$ cat src/npc_defs.svh
// Register indices, field positions, reset values and fixed codes of the nibble port
`ifndef NPC_DEFS_SVH
`define NPC_DEFS_SVH

// Register indices; byte address on the bus is four times the index
`define NPC_IDX_EXT_IRQ_CONTROL 10'h0C0
`define NPC_IDX_CFG_LOW_PINS 10'h0C2
`define NPC_IDX_CFG_HIGH_PINS 10'h0C3
`define NPC_IDX_NIBBLE_PORT_DATA 10'h0D8
`define NPC_IDX_STROBE_POLARITY 10'h0AE
`define NPC_IDX_BASE_LOW_PIN0 10'h084
`define NPC_IDX_BASE_HIGH_PIN0 10'h085
`define NPC_IDX_BASE_LOW_PIN1 10'h094
`define NPC_IDX_BASE_HIGH_PIN1 10'h095
`define NPC_IDX_BASE_LOW_PIN2 10'h0AC
`define NPC_IDX_BASE_HIGH_PIN2 10'h0AD
`define NPC_IDX_BASE_LOW_PIN3 10'h0B4
`define NPC_IDX_BASE_HIGH_PIN3 10'h0B5
// Single-bit window onto the interrupt control register, one word per bit
`define NPC_IDX_BIT_WINDOW 10'h100
`define NPC_BIT_WINDOW_MASK 10'h3F8

// Interrupt control fields; second source at offset 0, third at offset 4
`define NPC_XC_TRIGGER 0
`define NPC_XC_PENDING 1
`define NPC_XC_ENABLE 2
`define NPC_XC_PRIORITY 3
`define NPC_XC_STRIDE 4

// Strobe polarity bits start here, one per pin
`define NPC_POL_LSB 4
`define NPC_PORT_DATA_RST 4'hF
`define NPC_CFG_RST 8'h00

// Vectors, and polling positions within a priority level
`define NPC_VEC_SECOND 8'h33
`define NPC_VEC_THIRD 8'h3B
`define NPC_VEC_NONE 8'h00
`define NPC_POLL_SECOND 3'h6
`define NPC_POLL_THIRD 3'h7

// Compare masks per compare-length code
`define NPC_MASK_FULL 16'hFFFF
`define NPC_MASK_A1 16'hFFFE
`define NPC_MASK_A2 16'hFFFC
`define NPC_MASK_A8 16'hFF00

`define NPC_RESP_OKAY 2'h0
`define NPC_RESP_SLVERR 2'h2

`endif

$ cat src/npc_pkg.sv
// Types shared by the nibble port files
package npc_pkg;
   typedef enum logic [1:0] {
      NPC_FUNC_GPIO,
      NPC_FUNC_RD,
      NPC_FUNC_WR,
      NPC_FUNC_RW
   } npc_func_t;

   typedef enum logic [1:0] {
      NPC_CMP_FULL,
      NPC_CMP_A1,
      NPC_CMP_A2,
      NPC_CMP_A8
   } npc_cmp_t;

   typedef struct packed {
      npc_func_t func;
      npc_cmp_t cmp;
   } npc_pin_cfg_t;

   typedef struct packed {
      logic [15:0] addr;
      logic rd_n;
      logic wr_n;
   } npc_bus_t;
endpackage

$ cat src/npc_cs_decode.sv
// Chip-select decoder and pin driver for one pin of the nibble port
`include "npc_defs.svh"
module npc_cs_decode (
   input wire logic i_clk,
   input wire logic i_srst,
   input wire npc_pkg::npc_pin_cfg_t i_cfg,
   input wire logic [15:0] i_base,
   input wire npc_pkg::npc_bus_t i_bus,
   input wire logic i_invert,
   input wire logic i_data,
   output logic o_pin_out,
   output logic o_pin_oe
);
   logic [15:0] mask;
   logic match;
   logic active;
   logic hit;

   always_comb begin
      unique case (i_cfg.cmp)
         npc_pkg::NPC_CMP_FULL: mask = `NPC_MASK_FULL;
         npc_pkg::NPC_CMP_A1: mask = `NPC_MASK_A1;
         npc_pkg::NPC_CMP_A2: mask = `NPC_MASK_A2;
         npc_pkg::NPC_CMP_A8: mask = `NPC_MASK_A8;
      endcase
   end

   assign match = ((i_bus.addr ^ i_base) & mask) == 16'h0000;

   always_comb begin
      unique case (i_cfg.func)
         npc_pkg::NPC_FUNC_GPIO: active = 1'b0;
         npc_pkg::NPC_FUNC_RD: active = !i_bus.rd_n;
         npc_pkg::NPC_FUNC_WR: active = !i_bus.wr_n;
         npc_pkg::NPC_FUNC_RW: active = !i_bus.rd_n || !i_bus.wr_n;
      endcase
   end

   assign hit = active && match;

   // One cycle of lag behind the bus strobes, traded for a clean flopped pin
   always_ff @(posedge i_clk) begin
      if (i_srst) begin
         o_pin_out <= 1'b0;
         o_pin_oe <= 1'b0;
      end else if (i_cfg.func == npc_pkg::NPC_FUNC_GPIO) begin
         o_pin_out <= 1'b0;
         o_pin_oe <= !i_data;
      end else begin
         o_pin_out <= hit ^ !i_invert;
         o_pin_oe <= 1'b1;
      end
   end
endmodule

$ cat src/npc_nibble_port.sv
// Nibble port with chip-select strobes, two added interrupts and an AXI4-Lite register slave
//
// Notes on behaviour
// - Four pins, each set by its own two-bit function field.
// - Function 00 is plain port I/O; pins two and three feed interrupts.
// - Function 01 drives a read strobe while the address is in range.
// - Function 10 drives a write strobe while the address is in range.
// - Function 11 drives a strobe on read or write in range.
// - Each pin has a 16-bit base from a high and a low byte.
// - Compare length 00 compares all sixteen address bits.
// - Compare length 01 ignores address bit zero.
// - Compare length 10 ignores the two lowest address bits.
// - Compare length 11 ignores the low address byte.
// - High config register holds pin three fields above pin two fields.
// - A set priority bit raises that interrupt to high level.
// - Enables sit at bit 2 and bit 6 of interrupt control.
// - Trigger bit set means falling edge, clear means low level.
// - Edge sets the pending flag; servicing clears it.
// - Second interrupt vectors to 33h, polled sixth in its level.
// - Third interrupt vectors to 3Bh, polled last in its level.
// - Interrupt control bits can be set or cleared one at a time.
// - Strobes are active low unless the pin's polarity bit is set.
// - Port data bits 3:0 drive the pins in I/O mode.
//
// Register access over AXI4-Lite was chosen for this implementation.
`include "npc_defs.svh"
module npc_nibble_port #(
   parameter int NUM_PINS = 4
) (
   input wire logic I_SYS_CLK,
   input wire logic I_SRST,
   input wire logic [11:0] I_S_AXI_AWADDR,
   input wire logic I_S_AXI_AWVALID,
   output logic O_S_AXI_AWREADY,
   input wire logic [31:0] I_S_AXI_WDATA,
   input wire logic [3:0] I_S_AXI_WSTRB,
   input wire logic I_S_AXI_WVALID,
   output logic O_S_AXI_WREADY,
   output logic [1:0] O_S_AXI_BRESP,
   output logic O_S_AXI_BVALID,
   input wire logic I_S_AXI_BREADY,
   input wire logic [11:0] I_S_AXI_ARADDR,
   input wire logic I_S_AXI_ARVALID,
   output logic O_S_AXI_ARREADY,
   output logic [31:0] O_S_AXI_RDATA,
   output logic [1:0] O_S_AXI_RRESP,
   output logic O_S_AXI_RVALID,
   input wire logic I_S_AXI_RREADY,
   input wire logic [15:0] I_BUS_ADDR,
   input wire logic I_BUS_RD_N,
   input wire logic I_BUS_WR_N,
   input wire logic [3:0] I_PIN,
   output logic [3:0] O_PIN,
   output logic [3:0] O_PIN_OE,
   input wire logic [1:0] I_IRQ_SERVICED,
   output logic [1:0] O_IRQ_REQ,
   output logic [1:0] O_IRQ_HIGH_PRIO,
   output logic [7:0] O_IRQ_VECTOR
);
   // Register layout is fixed at four pins
   if (NUM_PINS != 4) begin : g_bad_pins
      $error("NUM_PINS must be 4");
   end

   localparam logic [9:0] BASE_LO_IDX [4] = '{`NPC_IDX_BASE_LOW_PIN0, `NPC_IDX_BASE_LOW_PIN1,
      `NPC_IDX_BASE_LOW_PIN2, `NPC_IDX_BASE_LOW_PIN3};
   localparam logic [9:0] BASE_HI_IDX [4] = '{`NPC_IDX_BASE_HIGH_PIN0, `NPC_IDX_BASE_HIGH_PIN1,
      `NPC_IDX_BASE_HIGH_PIN2, `NPC_IDX_BASE_HIGH_PIN3};

   logic awready_reg;
   logic wready_reg;
   logic bvalid_reg;
   logic [1:0] bresp_reg;
   logic arready_reg;
   logic rvalid_reg;
   logic [1:0] rresp_reg;
   logic [31:0] rdata_reg;
   logic [11:0] aw_addr_reg;
   logic [31:0] w_data_reg;
   logic [3:0] w_strb_reg;
   logic [9:0] wr_idx;
   logic [9:0] rd_idx;
   logic wr_fire;
   logic byte_wr;
   logic [7:0] rd_byte;

   logic [7:0] cfg_reg [2];
   logic [3:0] port_data_reg;
   logic [3:0] polarity_reg;
   logic [7:0] base_lo_reg [NUM_PINS];
   logic [7:0] base_hi_reg [NUM_PINS];
   logic [3:0] pin_meta_reg;
   logic [3:0] pin_sync_reg;
   npc_pkg::npc_pin_cfg_t pin_cfg [NUM_PINS];
   npc_pkg::npc_bus_t bus;

   logic it_reg [2];
   logic pend_reg [2];
   logic en_reg [2];
   logic px_reg [2];
   logic src_prev_reg [2];
   logic src_level [2];
   logic fall [2];
   logic req [2];
   logic [1:0] irq_req_reg;
   logic [1:0] irq_prio_reg;
   logic [7:0] vector_reg;
   logic [7:0] ext_irq_control_value;
   logic xc_wr_en;
   logic [7:0] xc_wr_val;

   function automatic logic is_mapped(input logic [9:0] idx);
      logic hit;
      hit = (idx == `NPC_IDX_EXT_IRQ_CONTROL) || (idx == `NPC_IDX_CFG_LOW_PINS) ||
         (idx == `NPC_IDX_CFG_HIGH_PINS) || (idx == `NPC_IDX_NIBBLE_PORT_DATA) ||
         (idx == `NPC_IDX_STROBE_POLARITY) ||
         ((idx & `NPC_BIT_WINDOW_MASK) == `NPC_IDX_BIT_WINDOW);
      for (int k = 0; k < 4; k++) begin
         if (idx == BASE_LO_IDX[k] || idx == BASE_HI_IDX[k]) begin
            hit = 1'b1;
         end
      end
      return hit;
   endfunction

   // Write address and data are held independently, so either may come first
   assign wr_idx = aw_addr_reg[11:2];
   assign rd_idx = I_S_AXI_ARADDR[11:2];
   assign wr_fire = !awready_reg && !wready_reg && !bvalid_reg;
   assign byte_wr = wr_fire && w_strb_reg[0];

   always_ff @(posedge I_SYS_CLK) begin
      if (I_SRST) begin
         awready_reg <= 1'b1;
         aw_addr_reg <= 12'h000;
      end else if (I_S_AXI_AWVALID && awready_reg) begin
         awready_reg <= 1'b0;
         aw_addr_reg <= I_S_AXI_AWADDR;
      end else if (bvalid_reg && I_S_AXI_BREADY) begin
         awready_reg <= 1'b1;
      end
   end

   always_ff @(posedge I_SYS_CLK) begin
      if (I_SRST) begin
         wready_reg <= 1'b1;
         w_data_reg <= 32'h0000_0000;
         w_strb_reg <= 4'h0;
      end else if (I_S_AXI_WVALID && wready_reg) begin
         wready_reg <= 1'b0;
         w_data_reg <= I_S_AXI_WDATA;
         w_strb_reg <= I_S_AXI_WSTRB;
      end else if (bvalid_reg && I_S_AXI_BREADY) begin
         wready_reg <= 1'b1;
      end
   end

   always_ff @(posedge I_SYS_CLK) begin
      if (I_SRST) begin
         bvalid_reg <= 1'b0;
         bresp_reg <= `NPC_RESP_OKAY;
      end else if (wr_fire) begin
         bvalid_reg <= 1'b1;
         bresp_reg <= is_mapped(wr_idx) ? `NPC_RESP_OKAY : `NPC_RESP_SLVERR;
      end else if (I_S_AXI_BREADY) begin
         bvalid_reg <= 1'b0;
      end
   end

   always_comb begin
      rd_byte = 8'h00;
      if (rd_idx == `NPC_IDX_EXT_IRQ_CONTROL) begin
         rd_byte = ext_irq_control_value;
      end else if (rd_idx == `NPC_IDX_CFG_LOW_PINS) begin
         rd_byte = cfg_reg[0];
      end else if (rd_idx == `NPC_IDX_CFG_HIGH_PINS) begin
         rd_byte = cfg_reg[1];
      end else if (rd_idx == `NPC_IDX_NIBBLE_PORT_DATA) begin
         // Reads return the pin levels, as a port read does
         rd_byte = {4'h0, pin_sync_reg};
      end else if (rd_idx == `NPC_IDX_STROBE_POLARITY) begin
         rd_byte = {polarity_reg, 4'h0};
      end else if ((rd_idx & `NPC_BIT_WINDOW_MASK) == `NPC_IDX_BIT_WINDOW) begin
         rd_byte = {7'h00, ext_irq_control_value[rd_idx[2:0]]};
      end else begin
         for (int k = 0; k < NUM_PINS; k++) begin
            if (rd_idx == BASE_LO_IDX[k]) begin
               rd_byte = base_lo_reg[k];
            end
            if (rd_idx == BASE_HI_IDX[k]) begin
               rd_byte = base_hi_reg[k];
            end
         end
      end
   end

   always_ff @(posedge I_SYS_CLK) begin
      if (I_SRST) begin
         arready_reg <= 1'b1;
         rvalid_reg <= 1'b0;
         rdata_reg <= 32'h0000_0000;
         rresp_reg <= `NPC_RESP_OKAY;
      end else if (I_S_AXI_ARVALID && arready_reg) begin
         arready_reg <= 1'b0;
         rvalid_reg <= 1'b1;
         rdata_reg <= {24'h00_0000, rd_byte};
         rresp_reg <= is_mapped(rd_idx) ? `NPC_RESP_OKAY : `NPC_RESP_SLVERR;
      end else if (rvalid_reg && I_S_AXI_RREADY) begin
         arready_reg <= 1'b1;
         rvalid_reg <= 1'b0;
      end
   end

   always_ff @(posedge I_SYS_CLK) begin
      if (I_SRST) begin
         cfg_reg[0] <= `NPC_CFG_RST;
         cfg_reg[1] <= `NPC_CFG_RST;
      end else if (byte_wr && wr_idx == `NPC_IDX_CFG_LOW_PINS) begin
         cfg_reg[0] <= w_data_reg[7:0];
      end else if (byte_wr && wr_idx == `NPC_IDX_CFG_HIGH_PINS) begin
         cfg_reg[1] <= w_data_reg[7:0];
      end
   end

   // data nibble; upper bits are not stored
   always_ff @(posedge I_SYS_CLK) begin
      if (I_SRST) begin
         port_data_reg <= `NPC_PORT_DATA_RST;
      end else if (byte_wr && wr_idx == `NPC_IDX_NIBBLE_PORT_DATA) begin
         port_data_reg <= w_data_reg[3:0];
      end
   end

   always_ff @(posedge I_SYS_CLK) begin
      if (I_SRST) begin
         polarity_reg <= 4'h0;
      end else if (byte_wr && wr_idx == `NPC_IDX_STROBE_POLARITY) begin
         polarity_reg <= w_data_reg[`NPC_POL_LSB +: 4];
      end
   end

   // Pins come from outside; only the second stage is ever looked at
   always_ff @(posedge I_SYS_CLK) begin
      if (I_SRST) begin
         pin_meta_reg <= 4'hF;
         pin_sync_reg <= 4'hF;
      end else begin
         pin_meta_reg <= I_PIN;
         pin_sync_reg <= pin_meta_reg;
      end
   end

   assign bus = '{addr: I_BUS_ADDR, rd_n: I_BUS_RD_N, wr_n: I_BUS_WR_N};

   for (genvar k = 0; k < NUM_PINS; k++) begin : g_pin
      // two fields per pin, higher pin in the upper nibble
      assign pin_cfg[k] = npc_pkg::npc_pin_cfg_t'(cfg_reg[k / 2][(k % 2) * 4 +: 4]);

      always_ff @(posedge I_SYS_CLK) begin
         if (I_SRST) begin
            base_lo_reg[k] <= 8'h00;
            base_hi_reg[k] <= 8'h00;
         end else if (byte_wr && wr_idx == BASE_LO_IDX[k]) begin
            base_lo_reg[k] <= w_data_reg[7:0];
         end else if (byte_wr && wr_idx == BASE_HI_IDX[k]) begin
            base_hi_reg[k] <= w_data_reg[7:0];
         end
      end

      npc_cs_decode u_decode (
         .i_clk(I_SYS_CLK),
         .i_srst(I_SRST),
         .i_cfg(pin_cfg[k]),
         .i_base({base_hi_reg[k], base_lo_reg[k]}),
         .i_bus(bus),
         .i_invert(polarity_reg[k]),
         .i_data(port_data_reg[k]),
         .o_pin_out(O_PIN[k]),
         .o_pin_oe(O_PIN_OE[k])
      );
   end

   assign ext_irq_control_value = {px_reg[1], en_reg[1], pend_reg[1], it_reg[1],
      px_reg[0], en_reg[0], pend_reg[0], it_reg[0]};

   // byte write or single-bit write through the window
   always_comb begin
      xc_wr_en = 1'b0;
      xc_wr_val = ext_irq_control_value;
      if (byte_wr && wr_idx == `NPC_IDX_EXT_IRQ_CONTROL) begin
         xc_wr_en = 1'b1;
         xc_wr_val = w_data_reg[7:0];
      end else if (byte_wr && (wr_idx & `NPC_BIT_WINDOW_MASK) == `NPC_IDX_BIT_WINDOW) begin
         xc_wr_en = 1'b1;
         xc_wr_val[wr_idx[2:0]] = w_data_reg[0];
      end
   end

   for (genvar j = 0; j < 2; j++) begin : g_irq
      localparam int B = j * `NPC_XC_STRIDE;

      // interrupt input only while its pin is plain I/O
      assign src_level[j] = (pin_cfg[j + 2].func == npc_pkg::NPC_FUNC_GPIO) ?
         pin_sync_reg[j + 2] : 1'b1;
      assign fall[j] = src_prev_reg[j] && !src_level[j];
      assign req[j] = en_reg[j] && pend_reg[j];

      always_ff @(posedge I_SYS_CLK) begin
         if (I_SRST) begin
            it_reg[j] <= 1'b0;
            en_reg[j] <= 1'b0;
            px_reg[j] <= 1'b0;
         end else if (xc_wr_en) begin
            it_reg[j] <= xc_wr_val[B + `NPC_XC_TRIGGER];
            en_reg[j] <= xc_wr_val[B + `NPC_XC_ENABLE];
            px_reg[j] <= xc_wr_val[B + `NPC_XC_PRIORITY];
         end
      end

      always_ff @(posedge I_SYS_CLK) begin
         if (I_SRST) begin
            src_prev_reg[j] <= 1'b1;
         end else begin
            src_prev_reg[j] <= src_level[j];
         end
      end

      // level mode follows the input; edge sets, service clears, set wins
      always_ff @(posedge I_SYS_CLK) begin
         if (I_SRST) begin
            pend_reg[j] <= 1'b0;
         end else if (!it_reg[j]) begin
            pend_reg[j] <= !src_level[j];
         end else if (fall[j]) begin
            pend_reg[j] <= 1'b1;
         end else if (I_IRQ_SERVICED[j]) begin
            pend_reg[j] <= 1'b0;
         end else if (xc_wr_en) begin
            pend_reg[j] <= xc_wr_val[B + `NPC_XC_PENDING];
         end
      end

      always_ff @(posedge I_SYS_CLK) begin
         if (I_SRST) begin
            irq_req_reg[j] <= 1'b0;
            irq_prio_reg[j] <= 1'b0;
         end else begin
            irq_req_reg[j] <= req[j];
            irq_prio_reg[j] <= px_reg[j];
         end
      end
   end

   // high level first, then polling position six before seven
   always_ff @(posedge I_SYS_CLK) begin
      if (I_SRST) begin
         vector_reg <= `NPC_VEC_NONE;
      end else if (req[0] && px_reg[0]) begin
         vector_reg <= `NPC_VEC_SECOND;
      end else if (req[1] && px_reg[1]) begin
         vector_reg <= `NPC_VEC_THIRD;
      end else if (req[0]) begin
         vector_reg <= `NPC_VEC_SECOND;
      end else if (req[1]) begin
         vector_reg <= `NPC_VEC_THIRD;
      end else begin
         vector_reg <= `NPC_VEC_NONE;
      end
   end

   assign O_S_AXI_AWREADY = awready_reg;
   assign O_S_AXI_WREADY = wready_reg;
   assign O_S_AXI_BVALID = bvalid_reg;
   assign O_S_AXI_BRESP = bresp_reg;
   assign O_S_AXI_ARREADY = arready_reg;
   assign O_S_AXI_RVALID = rvalid_reg;
   assign O_S_AXI_RDATA = rdata_reg;
   assign O_S_AXI_RRESP = rresp_reg;
   assign O_IRQ_REQ = irq_req_reg;
   assign O_IRQ_HIGH_PRIO = irq_prio_reg;
   assign O_IRQ_VECTOR = vector_reg;
endmodule

$ cat config.mk
export PLATFORM = sky130hd
export DESIGN_NAME = npc_nibble_port
export DESIGN_NICKNAME = d
export VERILOG_FILES = /design/src/npc_pkg.sv /design/src/npc_cs_decode.sv /design/src/npc_nibble_port.sv
export VERILOG_INCLUDE_DIRS = /design/src
export SDC_FILE = /design/constraint.sdc
export NUM_CORES = 1
export LEC_CHECK = 0
export BUFFER_PORTS_ARGS = -buffer_cell sky130_fd_sc_hd__buf_2
export CORE_MARGIN = 1.5
export CORE_UTILIZATION = 45
export CTS_CLUSTER_DIAMETER = 60
export CTS_CLUSTER_SIZE = 25
export DETAILED_ROUTE_END_ITERATION = 12
export PLACE_DENSITY = 0.66
export SYNTH_ARGS = -nofsm -noshare
export SYNTH_HDL_FRONTEND = slang
export SYNTH_SLANG_ARGS = --single-unit
export TNS_END_PERCENT = 100
$ cat constraint.sdc
create_clock -name I_SYS_CLK -period 5.2 [get_ports I_SYS_CLK]
set_input_delay 0.78 -clock I_SYS_CLK [delete_from_list [all_inputs] [get_ports I_SYS_CLK]]
set_output_delay 0.78 -clock I_SYS_CLK [all_outputs]
set_load 0.02 [all_outputs]
==> results.txt, run 1 <==
----------------------------------------------------
[Synthesis]
  Area share of the leading cell type in the synthesized netlist ... 0.303
  Synth top area cells ... sky130_fd_sc_hd__edfxtp_1 (30%), sky130_fd_sc_hd__dfxtp_1 (15%), sky130_fd_sc_hd__xor2_1 (5.6%)
  Yosys synthesis warning count ... 0
  Synth top cells by count ... sky130_fd_sc_hd__edfxtp_1 (88), sky130_fd_sc_hd__nand2_1 (86), sky130_fd_sc_hd__and2_1 (67), sky130_fd_sc_hd__dfxtp_1 (66), sky130_fd_sc_hd__xor2_1 (56)
  Proportion of register bits with asynchronous set or reset after synthesis ... 0
  Average size of a mapped cell ... 9.75 sq um
  Register area share after synthesis ... 0.455
  Number of flip-flops and latches in the synthesized netlist ... 154
  Post-synthesis cell count ... 894
  Synth cell types ... 78
  Netlist Area Pre-Place ... 8720 sq um
  Number of flops mapped to enable cells by yosys ... 88
  Most used DFF post-synth ... sky130_fd_sc_hd__edfxtp_1
  Cell type with the largest total area after synthesis ... sky130_fd_sc_hd__edfxtp_1
  Top-count cell post-synth ... sky130_fd_sc_hd__edfxtp_1

[Setup path]
  Number of cells on the critical path ... 3
  FF-to-FF path depth ... 3
  Data required time at the worst endpoint ... 5230 ps
  Crit path DAT ... 3470 ps
  Series of cell instances along the critical path ... nor4bb_1, nand3_1, o31ai_1
  Top fanout value on the critical path ... 13
  Longest individual stage delay on the worst path ... 1070 ps
  Endpoint type of the worst setup path ... flop
  Worst Setup Start Kind ... flop
  Cell family with the largest share of critical-path delay ... simple AND/OR/NAND/NOR gates
  Buffers and inverters on the worst path ... 0
  Critical path class ... reg2reg
  Slowest cell on the critical path ... sky130_fd_sc_hd__nor4bb_1

[Clock tree]
  H-tree depth ... 4
  Number of sinks handled by clock tree synthesis ... 154
  Inserted Clock Buffers ... 17
  Clk slew on worst S/H paths ... 70 ps
  Clock tree root buffer cell ... sky130_fd_sc_hd__clkbuf_16
  Maximum buffer depth of the clock tree ... 2
  Hold buffers post-CTS ... 0
  Clock tree from TritonCTS ... done
  PostCTS Resize Cnt ... 0
  Insertion delay of the later-clocked pin in the worst-skew pair ... 430 ps
  Post-CTS setup buffer count ... 0

[Die]
  Starting utilization of the core area ... 0.463
  Die Span X ... 142 microns
  Area of the core ... 18800 sq um
  I/O pin count ... 152
  Die Y-Extent ... 142 microns
  Die area ... 20200 sq um
  Standard-cell rows ... 50

[Global routing]
  Pin count of the biggest net entering global routing ... 41
  Number of global-route vias before repair ... 6238
  Global-route wire length before repair ... 38400 microns
  Residual overflow from global routing ... 0
  Initial antenna violation count ... 0
  Global-route usage over all layers ... 0.258

[STA]
  Maximum frequency from static timing analysis ... 0.291 GHz
  Setup violations, final ... 0
  Final critical-path share of the clock period ... 0.661
  Tightest slew margin relative to the limit ... 0.184
  Minimum period implied by the final worst setup slack ... 3440 ps
  Final Max Tran Viols ... 0
  Final Hold Viols ... 0
  Maximum clock skew at final layout ... 11.9 ps
  Setup repair after global routing missed its margin ... no
  Setup TNS ... 0 ps
  Actual transition at the worst max-transition pin ... 1210 ps

[Drt]
  Number of iterations in the first detailed-routing pass ... 5
  Metal2 WL ... 11500 microns
  Via density ... 5.83
  Count of vias placed by the detailed router ... 7097
  Wirelength, routed ... 25800 microns
  Drt initial violations ... 849
  DRC violation count after routing ... 0
  Met3 routed WL ... 2020 microns
  Post-detailed-route wirelength per cell ... 21.2 microns
  Wire length on met1 ... 11600 microns
  Antenna Violating Nets Remaining ... 0
  Highest metal layer with signal wires ... met4

[Flow run]
  Count of maximum capacitance violations ... 0

[Place]
  Weighted congestion at the end of routability-driven global placement ... 0.959
  I/O Buffers ... 91
  Detailed-placement wirelength estimate ... 19300 microns

[Finish]
  Final Net Count ... 1036
  Multi-input gate area in the final layout ... 4270 sq um
  Fraction of final layout cells with drive strength greater than 1 ... 0.171
  Diode count ... 0
  Fill cell instance count of the final layout ... 1698
  Total area of sequential cells ... 3960 sq um
  Syn-to-layout area delta ... 11.8%

[Hold path]
  Min-Delay Path Depth ... 1
  Worst hold path class ... reg2reg

[Pwr]
  Design Power ... 2.99 mW
  Worst voltage drop across the vdd grid ... 0.242 mV
  Static leakage ... 3.81 nW
  Pwr per Cell Area ... 306 nW/um^2

[Outcome]
  Status ... complete, no violations

----------------------------------------------------
-- report_power, final --
group / switching [mW] / internal, mW / total, mW
Combinational: 0.191 / 0.0965 / 0.288
Sequential: 0.0672 / 1.33 / 1.40
Clock: 0.513 / 0.786 / 1.30
-- path summary, 6_finish.rpt --
kind / slack [ps] / endpoint / start
worst min register to register: 400 / pin_sync_reg[0] / pin_meta_reg[0]
worst max-delay path: 1760 / base_lo_reg[2][6] / aw_addr_reg[4]
worst min-delay path: 400 / pin_sync_reg[0] / pin_meta_reg[0]
worst max register to register: 1760 / base_lo_reg[2][6] / aw_addr_reg[4]
-- cell families (layout without fill, tap and decap cells) --
logic type,Yosys count,count (layout),synth area share
compound gates,160,160,0.123
xor+xnor,64,64,0.0643
buf+inv,109,145,0.0682
flops,154,154,0.455
mux,33,33,0.0418
other cells,1,29,0.000430
simple gates,373,373,0.248
-- cells in the final DEF (no fill, tap or decap), types with 7 or more instances in the layout --
master	n
sky130_fd_sc_hd__buf_2	91
sky130_fd_sc_hd__edfxtp_1	88
sky130_fd_sc_hd__nand2_1	86
sky130_fd_sc_hd__and2_1	67
sky130_fd_sc_hd__dfxtp_1	66
sky130_fd_sc_hd__xor2_1	56
sky130_fd_sc_hd__nor2_1	47
sky130_fd_sc_hd__a21oi_1	47
sky130_fd_sc_hd__conb_1	29
sky130_fd_sc_hd__nor4_1	28
sky130_fd_sc_hd__mux2i_1	24
sky130_fd_sc_hd__nand3_1	22
sky130_fd_sc_hd__clkbuf_16	22
sky130_fd_sc_hd__o21ai_0	21
sky130_fd_sc_hd__inv_1	19
sky130_fd_sc_hd__nand4_1	17
sky130_fd_sc_hd__a31oi_1	17
sky130_fd_sc_hd__nor3_1	14
sky130_fd_sc_hd__nand2b_1	12
sky130_fd_sc_hd__and3_1	11
sky130_fd_sc_hd__or2_2	10
sky130_fd_sc_hd__nor2b_1	8
sky130_fd_sc_hd__xnor2_1	8
sky130_fd_sc_hd__o31a_1	7
sky130_fd_sc_hd__mux2_2	7
-- area by class of cell --
type                       count  share of cell area
timing repair buffer          94              0.0490
multi-input combinational    659               0.438
clock buffer                  24              0.0593
tap                          260              0.0334
clock inverter                 8             0.00642
sequential                   154               0.407
inverter                      19             0.00732
-- routing by layer --
metal / global-route usage / vias up
li1: - / 3299
met1: 0.373 / 3359
met2: 0.386 / 388
met3: 0.0478 / 51
met4: 0.0901 / 0
met5: 0 / -
-- per-stage QoR --
stage                     setup WS [ps]  area, sq um   util  hold WS, ps  cells
after global placement             1880         9100  0.484          395   1186
after global routing               1350         9750  0.518          430   1218
after floorplan                    2770         8820      -          389    922
after CTS                          1720         9750  0.518          407   1218
after detailed placement           1750         9100  0.484          399   1186
final                              1760         9750  0.518          403   1218
Power figures use the tool's default switching activity.
==> run 2: changes to the inputs <==
ABC_AREA = 1   (was default)
PLACE_DENSITY = 0.69   (was 0.66)
clock period = 3.1 ns   (was 5.2 ns; I/O delays follow)
==> run 2 against run 1 <==
- critical path type unchanged
- clock skew is 3.2 ps higher
- core utilization is 0.62 points higher
- flip-flop and latch count stayed put
- register-to-register slack worse by 1000 ps
- via count is 1.2% higher
- sequential power is 65% higher
- largest cell class is now sequential cells
- setup slack worse by 1000 ps
- wire length is 8.6% lower
- the run now ends with DRC left
==> results.txt, run 2 <==
----------------------------------------------------
[Clock tree]
  Hold buffers post-CTS ... 0 (unchanged)
  Post-CTS setup buffer count ... 0 (unchanged)
  PostCTS Resize Cnt ... 0 (unchanged)
  Clock tree root buffer cell ... sky130_fd_sc_hd__clkbuf_16
  Inserted Clock Buffers ... 17 (unchanged)
  Clock tree from TritonCTS ... done
  Maximum buffer depth of the clock tree ... 2 (unchanged)
  H-tree depth ... 4 (unchanged)
  Insertion delay of the later-clocked pin in the worst-skew pair ... 440 ps (about the same)
  Number of sinks handled by clock tree synthesis ... 154 (unchanged)
  Clk slew on worst S/H paths ... 60 ps (about the same)

[Drt]
  Via density ... 5.38 (-7.7%)
  Count of vias placed by the detailed router ... 7181 (+1.2%)
  Post-detailed-route wirelength per cell ... 17.7 microns (-17%)
  DRC violation count after routing ... 11 (+11)
  Number of iterations in the first detailed-routing pass ... 9 (+4)
  Drt initial violations ... 782 (-7.9%)
  Antenna Violating Nets Remaining ... 0 (unchanged)
  Wirelength, routed ... 23600 microns (-8.6%)

[Die]
  Die area ... 19400 sq um (-4.0%)
  Standard-cell rows ... 49 (-2.0%)
  Starting utilization of the core area ... 0.462 (-0.000725)
  Die Span X ... 139 microns (-2.0%)
  Area of the core ... 18100 sq um (-4.0%)
  I/O pin count ... 152 (unchanged)
  Die Y-Extent ... 139 microns (-2.0%)

[Finish]
  Final Net Count ... 1184 (+14%)
  Total non-filler cell area in the finished layout ... 9470 sq um (-2.8%)
  Fraction of final layout cells with drive strength greater than 1 ... 0.167 (-0.00392)
  Most frequent standard cell in the layout excluding fill and tap cells ... sky130_fd_sc_hd__nand2_1
  Fill cell instance count of the final layout ... 1660 (-2.2%)
  Syn-to-layout area delta ... 13.3%
  Commonest cells after routing, fill and taps aside ... sky130_fd_sc_hd__nand2_1 (183), sky130_fd_sc_hd__nor2_1 (152), sky130_fd_sc_hd__buf_2 (91), sky130_fd_sc_hd__edfxtp_1 (88), sky130_fd_sc_hd__inv_1 (87)
  Diode count ... 0 (unchanged)

[Global routing]
  Met3 layer usage reported by global route ... 0.0526 (+0.00487)
  Number of global-route vias before repair ... 6774 (+8.6%)
  Pin count of the biggest net entering global routing ... 47 (+15%)
  Layer with the highest usage ... met2
  GR Layer Usage met2 ... 0.389 (+0.00348)
  Global-route wire length before repair ... 37100 microns (-3.3%)
  GR met1 Demand/Resource ... 0.329 (-0.0434)
  Global-route usage over all layers ... 0.251 (-0.00643)
  Initial antenna violation count ... 1 (+1)
  Residual overflow from global routing ... 0 (unchanged)

[STA]
  Final Max Tran Viols ... 0 (unchanged)
  Setup repair after global routing missed its margin ... no
  Maximum clock skew at final layout ... 15.1 ps (+3.21 ps)
  Setup violations, final ... 0 (unchanged)
  Actual transition at the worst max-transition pin ... 789 ps (-418 ps)
  Final Hold Viols ... 0 (unchanged)
  Maximum frequency from static timing analysis ... 0.427 GHz (+47%)
  Minimum period implied by the final worst setup slack ... 2340 ps (-1090 ps)
  Final worst-path setup slack ... 757 ps (-1010 ps)
  Setup TNS ... 0 ps (unchanged)
  Final critical-path share of the clock period ... 0.756 (+0.0951)
  Tightest slew margin relative to the limit ... 0.470 (+0.286)

[Setup path]
  Longest individual stage delay on the worst path ... 340 ps (-730 ps)
  Slowest cell on the critical path ... sky130_fd_sc_hd__dfxtp_1
  Cell type with the highest occurrence count on the critical path ... sky130_fd_sc_hd__nand2_1
  Endpoint type of the worst setup path ... flop
  Data required time at the worst endpoint ... 3280 ps (-1950 ps)
  Worst-case register-to-register setup slack ... 760 ps (-1010 ps)
  FF-to-FF path depth ... 8 (+5)
  Cell family with the largest share of critical-path delay ... simple AND/OR/NAND/NOR gates
  Crit path DAT ... 2520 ps (-950 ps)
  Critical path class ... reg2reg
  Capturing point of the worst reg2reg path ... pend_reg[1]
  Worst Setup Start Kind ... flop
  Buffers and inverters on the worst path ... 1 (+1)
  Series of cell instances along the critical path ... nor3_1, nand2_1, inv_1, nand2_1, nand2_1, nand2_2, o31ai_1, a21oi_1
  Top fanout value on the critical path ... 12 (-1)
  Reg2Reg Launch Point ... O_S_AXI_BVALID

[Place]
  Post-placement setup slack ... 604 ps (-1140 ps)
  Standard cell area after detailed placement ... 8860 sq um (-2.7%)
  Detailed-placement wirelength estimate ... 18100 microns (-6.0%)
  Weighted congestion at the end of routability-driven global placement ... 0.933 (-2.8%)
  I/O Buffers ... 91 (unchanged)

[Synthesis]
  Yosys synthesis warning count ... 0 (unchanged)
  Synth cell types ... 49 (-37%)
  Synth top cells by count ... sky130_fd_sc_hd__nand2_1 (183), sky130_fd_sc_hd__nor2_1 (152), sky130_fd_sc_hd__edfxtp_1 (88), sky130_fd_sc_hd__inv_1 (87), sky130_fd_sc_hd__dfxtp_1 (66)
  Register area share after synthesis ... 0.474 (+0.0195)
  Number of flops mapped to enable cells by yosys ... 88 (unchanged)
  Synth top area cells ... sky130_fd_sc_hd__edfxtp_1 (32%), sky130_fd_sc_hd__dfxtp_1 (16%), sky130_fd_sc_hd__nand2_1 (8.2%)
  Area share of the leading cell type in the synthesized netlist ... 0.316 (+0.0130)
  Proportion of register bits with asynchronous set or reset after synthesis ... 0 (unchanged)
  Number of flip-flops and latches in the synthesized netlist ... 154 (unchanged)
  Post-synthesis cell count ... 1016 (+14%)
  Cell type with the largest total area after synthesis ... sky130_fd_sc_hd__edfxtp_1
  Average size of a mapped cell ... 8.23 sq um (-16%)
  Netlist Area Pre-Place ... 8360 sq um (-4.1%)
  Most used DFF post-synth ... sky130_fd_sc_hd__edfxtp_1
  Top-count cell post-synth ... sky130_fd_sc_hd__nand2_1

[Outcome]
  Status ... finished with violations
  Violations in the final reports ... DRC

[Pwr]
  Static leakage ... 3.84 nW (+0.77%)
  Design Power ... 4.95 mW (+66%)
  Worst voltage drop across the vdd grid ... 0.475 mV (+97%)
  Pwr per Cell Area ... 522 nW/um^2 (+70%)

[Hold path]
  Min-Delay Path Depth ... 2 (+1)
  Worst hold path class ... in2reg
  Source of the worst hold timing path ... I_PIN[3]
  End point of the most critical hold path ... pin_meta_reg[3]

[Flow run]
  Count of maximum capacitance violations ... 0 (unchanged)

----------------------------------------------------
-- run 2: changes by cell type in the layout (fill, tap and decap cells not counted), moves of 14 or more --
| cell | delta |
|---|---|
| sky130_fd_sc_hd__nor2_1 | +105 |
| sky130_fd_sc_hd__nand4_1 | +14 |
| sky130_fd_sc_hd__xor2_1 | -35 |
| sky130_fd_sc_hd__inv_1 | +68 |
| sky130_fd_sc_hd__mux2i_1 | -24 |
| sky130_fd_sc_hd__nand2_1 | +97 |
| sky130_fd_sc_hd__xnor2_1 | +30 |
| sky130_fd_sc_hd__o21ai_0 | +32 |
| sky130_fd_sc_hd__a31oi_1 | -15 |
| sky130_fd_sc_hd__nor4_1 | -20 |
| sky130_fd_sc_hd__and2_1 | -67 |
-- run 2: cell families after synthesis --
| kind of cell | count (synthesis) | synth area share |
|---|---|---|
| compound gates | 148 | 0.101 |
| xor+xnor | 59 | 0.0618 |
| buf+inv | 174 | 0.0979 |
| flops | 154 | 0.474 |
| other cells | 1 | 0.000448 |
| simple gates | 480 | 0.264 |
-- run 2: layout make-up --
type                    instances  area, sq um  share of cell area
clock buffers                  21          483              0.0510
well taps                     229          287              0.0302
repair buffers                103          546              0.0576
multi-input cells             716         3680               0.389
clock inverters                11          130              0.0137
inverters                     101          379              0.0400
flip-flops and latches        154         3960               0.418
-- run 2: worst register-to-register path, cell delays in order (launching register included) --
cell and delay [ps]:
sky130_fd_sc_hd__dfxtp_1 340, sky130_fd_sc_hd__nor3_1 260, sky130_fd_sc_hd__nand2_1 330, sky130_fd_sc_hd__inv_1 240, sky130_fd_sc_hd__nand2_1 210, sky130_fd_sc_hd__nand2_1 200
sky130_fd_sc_hd__nand2_2 130, sky130_fd_sc_hd__o31ai_1 270, sky130_fd_sc_hd__a21oi_1 100
-- run 2: power breakdown --
group | internal (mW) | switching, mW
clock network | 1.29 | 0.863
registers | 2.24 | 0.0700
logic | 0.146 | 0.344
-- run 2: worst max-delay path by stage --
stage,startpoint,endpoint,slack [ps],cells past startpoint
after global routing,aw_addr_reg[2],pend_reg[1],460,10
after CTS,O_S_AXI_BVALID,pend_reg[1],810,8
after global placement,I_S_AXI_ARADDR[10],O_S_AXI_RDATA[4],610,17
after floorplan,O_S_AXI_BVALID,base_hi_reg[1][0],910,6
after detailed placement,I_S_AXI_ARADDR[10],O_S_AXI_RDATA[4],600,17
final,O_S_AXI_BVALID,pend_reg[1],760,8
-- run 2: per-layer routing --
metal | routed length (microns) | up-vias
li1 | - | 3483
met4 | 1050 | 2
met1 | 9830 | 3291
met3 | 1930 | 63
met5 | 13 | -
met2 | 10700 | 342
-- run 2: stage by stage --
step | hold slack [ps] | utilization | std cells
detailed placement | 395 | 0.490 | 1303
global placement | 394 | 0.490 | 1303
CTS | 191 | 0.524 | 1335
global route | 202 | 0.524 | 1335
floorplan | 389 | - | 1044
finish | 201 | 0.524 | 1335
